## src/bse_pkg.sv

```systemverilog
// constants, opcodes and carrier types for the branch, skip and bit-operation execution unit
// assumes one core clock and a decoder that presents one instruction at a time
// Overview of operation
// - set bits: or with mask, znv, one cycle
// - clear bits: and with inverted mask, znv
// - test: and with itself, znv, no write
// - indirect jump loads pc from z, two cycles
// - indirect call loads pc from z, three cycles
// - skip next when registers equal, 1/2/3 cycles
// - compare immediate: subtract, flags only, one cycle
// - register bit skip, pc plus 2 or 3
// - io bit skip when bit clear or set
// - generic branch by chosen status bit polarity
// - signed ge branch when n xor v clear
// - signed lt branch when n xor v set
// - unsigned branches by carry clear or set
// - half carry branches by h set or clear
// - transfer bit branches by t set or clear
// - overflow branches by v set or clear
// - interrupt state branches by i flag
// - io bit set in two cycles, no flags
// - io bit clear in two cycles, no flags
// - rotate left through carry, zcnv, one cycle
package bse_pkg;

  // ----------------------------------------------------------------
  // widths and figures
  // ----------------------------------------------------------------
  localparam int DATA_W = 8;
  localparam int PC_W = 16;
  localparam int OFS_W = 7;
  localparam int BIT_W = 3;
  localparam int CYC_W = 2;
  localparam int MSB = 7;
  localparam int HALF_BIT = 3;

  localparam logic [DATA_W-1:0] MASK_ALL = 8'hff;
  localparam logic [DATA_W-1:0] BYTE_ZERO = 8'h00;
  localparam logic [PC_W-1:0] PC_ONE = 16'h0001;
  localparam logic [PC_W-1:0] PC_SKIP_ONE = 16'h0002;
  localparam logic [PC_W-1:0] PC_SKIP_TWO = 16'h0003;
  localparam logic [CYC_W-1:0] CYC_ONE = 2'h1;
  localparam logic [CYC_W-1:0] CYC_TWO = 2'h2;
  localparam logic [CYC_W-1:0] CYC_THREE = 2'h3;

  // ----------------------------------------------------------------
  // status register bit positions
  // ----------------------------------------------------------------
  localparam int FLAG_C = 0;
  localparam int FLAG_Z = 1;
  localparam int FLAG_N = 2;
  localparam int FLAG_V = 3;
  localparam int FLAG_H = 5;
  localparam int FLAG_T = 6;
  localparam int FLAG_I = 7;

  // ----------------------------------------------------------------
  // operations
  // ----------------------------------------------------------------
  typedef enum logic [4:0] {
    set_bits_op, clear_bits_op, test_zero_minus_op,
    indirect_jump_op, indirect_call_op,
    compare_skip_equal_op, compare_immediate_op,
    skip_reg_bit_clear_op, skip_reg_bit_set_op,
    skip_io_bit_clear_op, skip_io_bit_set_op,
    branch_status_set_op, branch_status_clear_op,
    branch_signed_ge_op, branch_signed_lt_op,
    branch_unsigned_ge_op, branch_unsigned_lt_op,
    branch_halfcarry_set_op, branch_halfcarry_clear_op,
    branch_transfer_set_op, branch_transfer_clear_op,
    branch_overflow_set_op, branch_overflow_clear_op,
    branch_irq_enabled_op, branch_irq_disabled_op,
    io_bit_set_op, io_bit_clear_op,
    rotate_left_carry_op, shift_left_op, shift_right_op
  } bse_op_type;

  typedef enum logic [1:0] {
    ST_IDLE = 2'b01,
    ST_EXEC = 2'b10
  } bse_fsm_type;

  typedef struct packed {
    bse_op_type op;
    logic [DATA_W-1:0] rd;
    logic [DATA_W-1:0] rr;
    logic [DATA_W-1:0] imm;
    logic [BIT_W-1:0] bit_sel;
    logic [DATA_W-1:0] io_rdata;
    logic [PC_W-1:0] z_ptr;
    logic [PC_W-1:0] pc;
    logic [OFS_W-1:0] offset;
    logic next_two_word;
    logic [DATA_W-1:0] status_register;
  } bse_req_type;

  typedef struct packed {
    logic [DATA_W-1:0] result;
    logic result_we;
    logic [DATA_W-1:0] status_register;
    logic [PC_W-1:0] pc_next;
    logic [DATA_W-1:0] io_wdata;
    logic io_we;
    logic push_we;
    logic [PC_W-1:0] push_addr;
  } bse_rsp_type;

  typedef struct packed {
    bse_fsm_type fsm;
    logic [CYC_W-1:0] cnt;
    logic busy;
    logic done;
    bse_rsp_type rsp;
  } bse_state_type;

  localparam bse_state_type STATE_RST = '{
    fsm: ST_IDLE, cnt: '0, busy: 1'b0, done: 1'b0, rsp: '0};

endpackage : bse_pkg

```

## src/bse_exec.sv

```systemverilog
// execution unit for bit operations, compares, skips, indirect jumps and conditional branches
// assumes the decoder holds req stable only in the cycle req_valid is high and busy is low
`timescale 1ns/1ns

module bse_exec
  import bse_pkg::*;
(
  // clock and reset
  input wire logic clk_sys,
  input wire logic resetn,
  // instruction request
  input wire logic req_valid,
  input wire bse_req_type req,
  // execution status
  output logic busy,
  output logic done,
  // results
  output bse_rsp_type rsp
);

  // ----------------------------------------------------------------
  // declarations
  // ----------------------------------------------------------------
  bse_state_type state_r;
  bse_state_type state_nxt;
  bse_rsp_type rsp_c;
  logic take;
  logic [DATA_W-1:0] a;
  logic [DATA_W-1:0] b;
  logic [DATA_W-1:0] sr;
  logic [DATA_W-1:0] res;
  logic [DATA_W:0] diff;
  logic [DATA_W-1:0] dres;
  logic sub_h;
  logic sub_v;
  logic cond;
  logic skip;
  logic [PC_W-1:0] pc_inc;
  logic [PC_W-1:0] pc_rel;
  logic [PC_W-1:0] pc_skip;
  logic [CYC_W-1:0] cyc_skip;
  logic [CYC_W-1:0] cyc;

  // ----------------------------------------------------------------
  // flag helpers
  // ----------------------------------------------------------------
  function automatic logic [DATA_W-1:0] upd_zn(
    input logic [DATA_W-1:0] s,
    input logic [DATA_W-1:0] r
  );
    logic [DATA_W-1:0] o;
    o = s;
    o[FLAG_Z] = (r == BYTE_ZERO);
    o[FLAG_N] = r[MSB];
    return o;
  endfunction : upd_zn

  // logic ops always clear overflow
  function automatic logic [DATA_W-1:0] upd_znv(
    input logic [DATA_W-1:0] s,
    input logic [DATA_W-1:0] r
  );
    logic [DATA_W-1:0] o;
    o = upd_zn(s, r);
    o[FLAG_V] = 1'b0;
    return o;
  endfunction : upd_znv

  // shifts: overflow is negative xor the new carry
  function automatic logic [DATA_W-1:0] upd_zcnv(
    input logic [DATA_W-1:0] s,
    input logic [DATA_W-1:0] r,
    input logic c
  );
    logic [DATA_W-1:0] o;
    o = upd_zn(s, r);
    o[FLAG_C] = c;
    o[FLAG_V] = r[MSB] ^ c;
    return o;
  endfunction : upd_zcnv

  // ----------------------------------------------------------------
  // shared datapath
  // ----------------------------------------------------------------
  assign take = req_valid && !state_r.busy;
  assign a = req.rd;
  assign b = req.rr;
  assign sr = req.status_register;
  assign pc_inc = req.pc + PC_ONE;

  // signed offset, sign extended to the counter width
  assign pc_rel = req.pc + {{(PC_W-OFS_W){req.offset[OFS_W-1]}}, req.offset} + PC_ONE;

  // a skipped two-word instruction costs one more cycle
  assign pc_skip = req.next_two_word ? req.pc + PC_SKIP_TWO : req.pc + PC_SKIP_ONE;
  assign cyc_skip = req.next_two_word ? CYC_THREE : CYC_TWO;

  // compare against the immediate
  assign diff = {1'b0, a} - {1'b0, req.imm};
  assign dres = diff[DATA_W-1:0];
  assign sub_h = (~a[HALF_BIT] & req.imm[HALF_BIT])
               | (req.imm[HALF_BIT] & dres[HALF_BIT])
               | (dres[HALF_BIT] & ~a[HALF_BIT]);
  assign sub_v = (a[MSB] & ~req.imm[MSB] & ~dres[MSB])
               | (~a[MSB] & req.imm[MSB] & dres[MSB]);

  // ----------------------------------------------------------------
  // branch condition
  // ----------------------------------------------------------------
  always_comb begin
    cond = 1'b0;
    unique case (req.op)
      branch_status_set_op: begin
        cond = sr[req.bit_sel];
      end
      branch_status_clear_op: begin
        cond = !sr[req.bit_sel];
      end
      branch_signed_ge_op: begin
        cond = !(sr[FLAG_N] ^ sr[FLAG_V]);
      end
      branch_signed_lt_op: begin
        cond = sr[FLAG_N] ^ sr[FLAG_V];
      end
      branch_unsigned_ge_op: begin
        cond = !sr[FLAG_C];
      end
      branch_unsigned_lt_op: begin
        cond = sr[FLAG_C];
      end
      branch_halfcarry_set_op: begin
        cond = sr[FLAG_H];
      end
      branch_halfcarry_clear_op: begin
        cond = !sr[FLAG_H];
      end
      branch_transfer_set_op: begin
        cond = sr[FLAG_T];
      end
      branch_transfer_clear_op: begin
        cond = !sr[FLAG_T];
      end
      branch_overflow_set_op: begin
        cond = sr[FLAG_V];
      end
      branch_overflow_clear_op: begin
        cond = !sr[FLAG_V];
      end
      branch_irq_enabled_op: begin
        cond = sr[FLAG_I];
      end
      branch_irq_disabled_op: begin
        cond = !sr[FLAG_I];
      end
      default: begin
        cond = 1'b0;
      end
    endcase
  end

  // ----------------------------------------------------------------
  // skip condition
  // ----------------------------------------------------------------
  always_comb begin
    skip = 1'b0;
    unique case (req.op)
      compare_skip_equal_op: begin
        skip = (a == b);
      end
      skip_reg_bit_clear_op: begin
        skip = !b[req.bit_sel];
      end
      skip_reg_bit_set_op: begin
        skip = b[req.bit_sel];
      end
      skip_io_bit_clear_op: begin
        skip = !req.io_rdata[req.bit_sel];
      end
      skip_io_bit_set_op: begin
        skip = req.io_rdata[req.bit_sel];
      end
      default: begin
        skip = 1'b0;
      end
    endcase
  end

  // ----------------------------------------------------------------
  // operation results
  // ----------------------------------------------------------------
  always_comb begin
    res = a;
    rsp_c.result = a;
    rsp_c.result_we = 1'b0;
    rsp_c.status_register = sr;
    rsp_c.pc_next = pc_inc;
    rsp_c.io_wdata = req.io_rdata;
    rsp_c.io_we = 1'b0;
    rsp_c.push_we = 1'b0;
    rsp_c.push_addr = pc_inc;
    cyc = CYC_ONE;
    unique case (req.op)
      set_bits_op: begin
        res = a | req.imm;
        rsp_c.result = res;
        rsp_c.result_we = 1'b1;
        rsp_c.status_register = upd_znv(sr, res);
      end
      clear_bits_op: begin
        res = a & (MASK_ALL - req.imm);
        rsp_c.result = res;
        rsp_c.result_we = 1'b1;
        rsp_c.status_register = upd_znv(sr, res);
      end
      test_zero_minus_op: begin
        // register left as is, only the flags move
        res = a & a;
        rsp_c.status_register = upd_znv(sr, res);
      end
      indirect_jump_op: begin
        rsp_c.pc_next = req.z_ptr;
        cyc = CYC_TWO;
      end
      indirect_call_op: begin
        // return address goes to the stack unit
        rsp_c.pc_next = req.z_ptr;
        rsp_c.push_we = 1'b1;
        cyc = CYC_THREE;
      end
      compare_immediate_op: begin
        rsp_c.status_register = upd_zn(sr, dres);
        rsp_c.status_register[FLAG_C] = diff[DATA_W];
        rsp_c.status_register[FLAG_V] = sub_v;
        rsp_c.status_register[FLAG_H] = sub_h;
      end
      compare_skip_equal_op, skip_reg_bit_clear_op, skip_reg_bit_set_op,
      skip_io_bit_clear_op, skip_io_bit_set_op: begin
        if (skip) begin
          rsp_c.pc_next = pc_skip;
          cyc = cyc_skip;
        end
      end
      branch_status_set_op, branch_status_clear_op,
      branch_signed_ge_op, branch_signed_lt_op,
      branch_unsigned_ge_op, branch_unsigned_lt_op,
      branch_halfcarry_set_op, branch_halfcarry_clear_op,
      branch_transfer_set_op, branch_transfer_clear_op,
      branch_overflow_set_op, branch_overflow_clear_op,
      branch_irq_enabled_op, branch_irq_disabled_op: begin
        if (cond) begin
          rsp_c.pc_next = pc_rel;
          cyc = CYC_TWO;
        end
      end
      io_bit_set_op: begin
        // only the chosen bit changes; the other bits write back what was read, so a write-one-to-clear neighbour reading 1 is cleared
        rsp_c.io_wdata[req.bit_sel] = 1'b1;
        rsp_c.io_we = 1'b1;
        cyc = CYC_TWO;
      end
      io_bit_clear_op: begin
        rsp_c.io_wdata[req.bit_sel] = 1'b0;
        rsp_c.io_we = 1'b1;
        cyc = CYC_TWO;
      end
      rotate_left_carry_op: begin
        res = {a[MSB-1:0], sr[FLAG_C]};
        rsp_c.result = res;
        rsp_c.result_we = 1'b1;
        rsp_c.status_register = upd_zcnv(sr, res, a[MSB]);
      end
      shift_left_op: begin
        res = {a[MSB-1:0], 1'b0};
        rsp_c.result = res;
        rsp_c.result_we = 1'b1;
        rsp_c.status_register = upd_zcnv(sr, res, a[MSB]);
      end
      shift_right_op: begin
        res = {1'b0, a[MSB:1]};
        rsp_c.result = res;
        rsp_c.result_we = 1'b1;
        rsp_c.status_register = upd_zcnv(sr, res, a[0]);
      end
      default: begin
        cyc = CYC_ONE;
      end
    endcase
  end

  // ----------------------------------------------------------------
  // sequencing
  // ----------------------------------------------------------------
  // the result is computed at acceptance and held; done marks the last cycle
  always_comb begin
    state_nxt = state_r;
    state_nxt.done = 1'b0;
    unique case (state_r.fsm)
      ST_IDLE: begin
        if (take) begin
          state_nxt.rsp = rsp_c;
          if (cyc == CYC_ONE) begin
            state_nxt.done = 1'b1;
          end else begin
            state_nxt.busy = 1'b1;
            state_nxt.cnt = cyc - CYC_TWO;
            state_nxt.fsm = ST_EXEC;
          end
        end
      end
      ST_EXEC: begin
        if (state_r.cnt == '0) begin
          state_nxt.busy = 1'b0;
          state_nxt.done = 1'b1;
          state_nxt.fsm = ST_IDLE;
        end else begin
          state_nxt.cnt = state_r.cnt - CYC_ONE;
        end
      end
      default: begin
        state_nxt = STATE_RST;
      end
    endcase
  end

  always_ff @(posedge clk_sys) begin
    if (!resetn) begin
      state_r <= STATE_RST;
    end else begin
      state_r <= state_nxt;
    end
  end

  // ----------------------------------------------------------------
  // outputs
  // ----------------------------------------------------------------
  assign busy = state_r.busy;
  assign done = state_r.done;
  assign rsp = state_r.rsp;

endmodule : bse_exec

```

## config.mk

```make
export PLATFORM = sky130hd
export DESIGN_NAME = bse_exec
export DESIGN_NICKNAME = d
export VERILOG_FILES = /design/src/bse_pkg.sv /design/src/bse_exec.sv
export SDC_FILE = /design/constraint.sdc
export NUM_CORES = 1
export LEC_CHECK = 0
export ABC_AREA = 0
export BUFFER_PORTS_ARGS = -buffer_cell sky130_fd_sc_hd__buf_2
export CORE_ASPECT_RATIO = 0.5
export CORE_UTILIZATION = 40
export DETAILED_ROUTE_END_ITERATION = 6
export HOLD_SLACK_MARGIN = 0.15
export PLACE_DENSITY = 0.69
export SETUP_SLACK_MARGIN = 0.3
export SYNTH_ARGS = -nofsm -noshare
export SYNTH_HDL_FRONTEND = slang
export SYNTH_SLANG_ARGS = --single-unit
```

## constraint.sdc

```tcl
create_clock -name clk_sys -period 5.45 [get_ports clk_sys]
set_clock_uncertainty 0.1 [all_clocks]
set_input_delay 0.2725 -clock clk_sys [delete_from_list [all_inputs] [get_ports clk_sys]]
set_output_delay 0.2725 -clock clk_sys [all_outputs]
set_load 0.02 [all_outputs]
```

==> run metrics <==
ANT nets after route 0; Top cell by count, worst path mux2i_1; share of cells above drive strength 1 21.9%; HP Class input port to flop; Worst Tran Pin Value 0.794 ns; Worst Hold Path Cells 3; critical path cell sequence buf_2 -> mux4_2 -> mux2i_1 -> mux2i_1 -> or3_1 -> or4b_4 -> a21boi_1 -> o31ai_2; Max Slew Vio Count 0; worst vdd ir 0.110 mV; CP Buf/Inv Count 1; Rel. slew slack 46.9%; failing checks design-rule violations; Seq pwr share 28.3%; met2 Usage GRT 40.7%; power share of the combinational group 43.2%; hold_sp req[7]; largest family of logic cells by synthesized area compound AO/OA/AOI/OAI gates; Internal Pwr Total 1.24 mW; first-pass GRT wire length 32.2 mm; Static Leak 3.04 nW; Req. time, crit path 5.60 ns; RR Startpoint state_r[64]; CP max stage delay 0.61 ns; H-tree Lvls 3; Area Overhead vs Synth 11.3%; Initial Util 42.2%; routed len/inst 18.3 um; die span in x 179 um; Pre-antenna DRT Iters 7; Hold Crit Endpoint rsp[49]; ys async rst share 0%; via count 6417; row count 31; final worst-path cycle share 56.1%; Non-Filler Instances 1097; CTS tree done; top_reg_cell synth dfxtp_1; final setup fails 0; maxcap violations 0; post-synthesis adder-cell area fraction 9.49%; CTS Buf Count 9; clock latency at the later pin of the worst-skew pair 0.34 ns; multiplexer area fraction after synthesis 3.22%; number of I/O port buffers 151; Worst setup SP type input port; setup slack, reg-to-reg 2.61 ns; PD cells 302 nW/um2; RePlAce Congestion 0.875; drt drc 19; Crit. End Element flop; Final Hold Viols 0; initial DRC count 408; num ports 152; GR Util met3 3.71%; kind of critical path input port to flop; GR Util met1 32.9%; XOR/XNOR Fraction of Synth Area 7.09%; fin crit period 3.05 ns; total detailed-routing wirelength 20.0 mm; Total GRT Usage 24.4%; CP max FO 16; clock slew at reported path FFs 0.06 ns; post-synthesis cell area 6300 um2; Antenna Cells 0; number of synthesized flops with an enable pin 0; Synth cell types 78; Crit path arrival time 3.20 ns; RSZ-0062 raised after global routing false; most frequent cells in the layout buf_2, nor2_1, nand2_1; syn_nets 971; Clock Sinks 64; gr busiest metal met2; fin nets 1031; reg2reg path depth 9; RR Endpoint rsp[27]; Vias/cell 5.85; synth warn 0; sequential-to-total area share from yosys stat 20.3%; Setup crit start req[56]; initial antenna violation count 0; Synth Area in Simple Gates 21.3%; global route total overflow 0; switching pwr 0.878 mW; setup TNS 0 ns; CP max-delay cell or3_1; Worst path top cell family by delay simple AND/OR/NAND/NOR gates; Clock power frac 28.5%; vias in the first global route 6142; clk buf depth 2; die height 90.8 um; Syn Area/Cell 7.56 um2; Die ar. 16300 um2; Synth Area in Compound Gates 25.6%; FMAX 327 MHz; Post-CTS Resized 0; commonest non-fill, non-tap cell in the layout buf_2; outcome finished, violations left; cells after synthesis 834; synthesized flop and latch total 64; largest net degree at the start of global routing 49; sw frac 41.4%; HPWL after DPL 15.1 mm; Placeable Area 14900 um2; DP Cell Count 1079; Clk Tree Root Cell clkbuf_16
worst register-to-register path: cells and delay by family, from the launching register on:
family | cells | cell delay (ns)
and+or+nand+nor | 4 | 1.30
buffers and inverters | 2 | 0.46
AOI/OAI and AO/OA | 2 | 0.39
DFF | 1 | 0.35
adders and majority gates | 1 | 0.20
synth_stat cells (10+ instances only):
master / instances / share of area (%)
ha_1: 43 / 8.5
nand2b_1: 16 / 1.6
xor2_1: 21 / 2.9
nand2_1: 77 / 4.6
buf_4: 59 / 7.0
nand4_1: 12 / 1.2
xnor2_1: 30 / 4.2
nor2b_1: 12 / 1.2
nor3_1: 18 / 1.4
inv_1: 38 / 2.3
o21a_1: 10 / 1.2
clkbuf_1: 40 / 2.4
nand3_1: 20 / 1.6
a221oi_1: 14 / 1.9
o21ai_0: 29 / 2.3
a21oi_1: 59 / 4.7
nor2_1: 78 / 4.6
a31oi_1: 10 / 0.99
a22oi_1: 25 / 3.0
dfxtp_1: 64 / 20
per-layer routing:
| layer | share of wire [%] | vias up | wire length [um] |
|---|---|---|---|
| met5 | 0 | - | 0 |
| met4 | 1.6 | 0 | 314 |
| met3 | 6.5 | 27 | 1300 |
| met2 | 46 | 240 | 9250 |
| met1 | 46 | 3064 | 9180 |
| li1 | - | 3086 | - |
flip-flops by register name, indices dropped and copies added, names as in the netlist:
signal   cells
rsp         59
state_r      4
done         1
power groups by stage:
stage / combinational, mW / clock (mW) / sequential, mW
final: 0.916 / 0.603 / 0.600
after global routing: 1.00 / 0.633 / 0.609
after CTS: 0.911 / 0.611 / 0.600
after detailed placement: 0.906 / 0 / 0.608
after global placement: 0.894 / 0 / 0.608
after floorplan: 0.726 / 0 / 0.599
timing repair:
item                       4_1_cts  5_1_grt
hold buffers                     2        0
buffers inserted                 0        0
setup endpoints to repair        0        0
hold endpoints to repair         2        0
how the worst max path moves through the flow:
| stage | endpoint | slack (ns) | cells after the start |
|---|---|---|---|
| 6_report | state_r[62] | 2.40 | 8 |
| 5_1_grt | state_r[64] | 2.20 | 8 |
| 3_5_place_dp | state_r[62] | 2.13 | 8 |
| 3_3_place_gp | state_r[64] | 2.17 | 8 |
| 2_1_floorplan | state_r[62] | 2.73 | 10 |
| 4_1_cts | state_r[62] | 2.46 | 8 |
area by class of cell:
cell class	instances	area [um2]
sequential	64	1280
inverter	39	146
tap	198	248
clock buffer	10	239
multi-input combinational	621	4210
clock inverter	6	67.6
timing repair buffer	159	821
fill	1542	7920
kinds of logic (layout without fill, tap and decap cells):
family | after synthesis | after routing
AOI/OAI and AO/OA | 232 | 232
and+or+nand+nor | 277 | 277
xor gates and xnor gates | 51 | 51
muxes | 15 | 15
buffers and inverters | 149 | 214
DFF | 64 | 64
adders and majority gates | 46 | 46
per-stage QoR:
stage          total power [mW]  util (%)  worst slack (ns)  hold WS, ns  instance area, um2
2_1_floorplan              1.33         -              2.73        0.312                6300
3_3_place_gp               1.50      44.8              2.17        0.343                6690
3_5_place_dp               1.51      44.8              2.13        0.346                6690
4_1_cts                    2.12      47.0              2.46        0.162                7010
5_1_grt                    2.25      47.0              2.20        0.189                7010
6_report                   2.12      47.0              2.40        0.162                7010
Note: power is estimated with default switching activity, not from simulation.
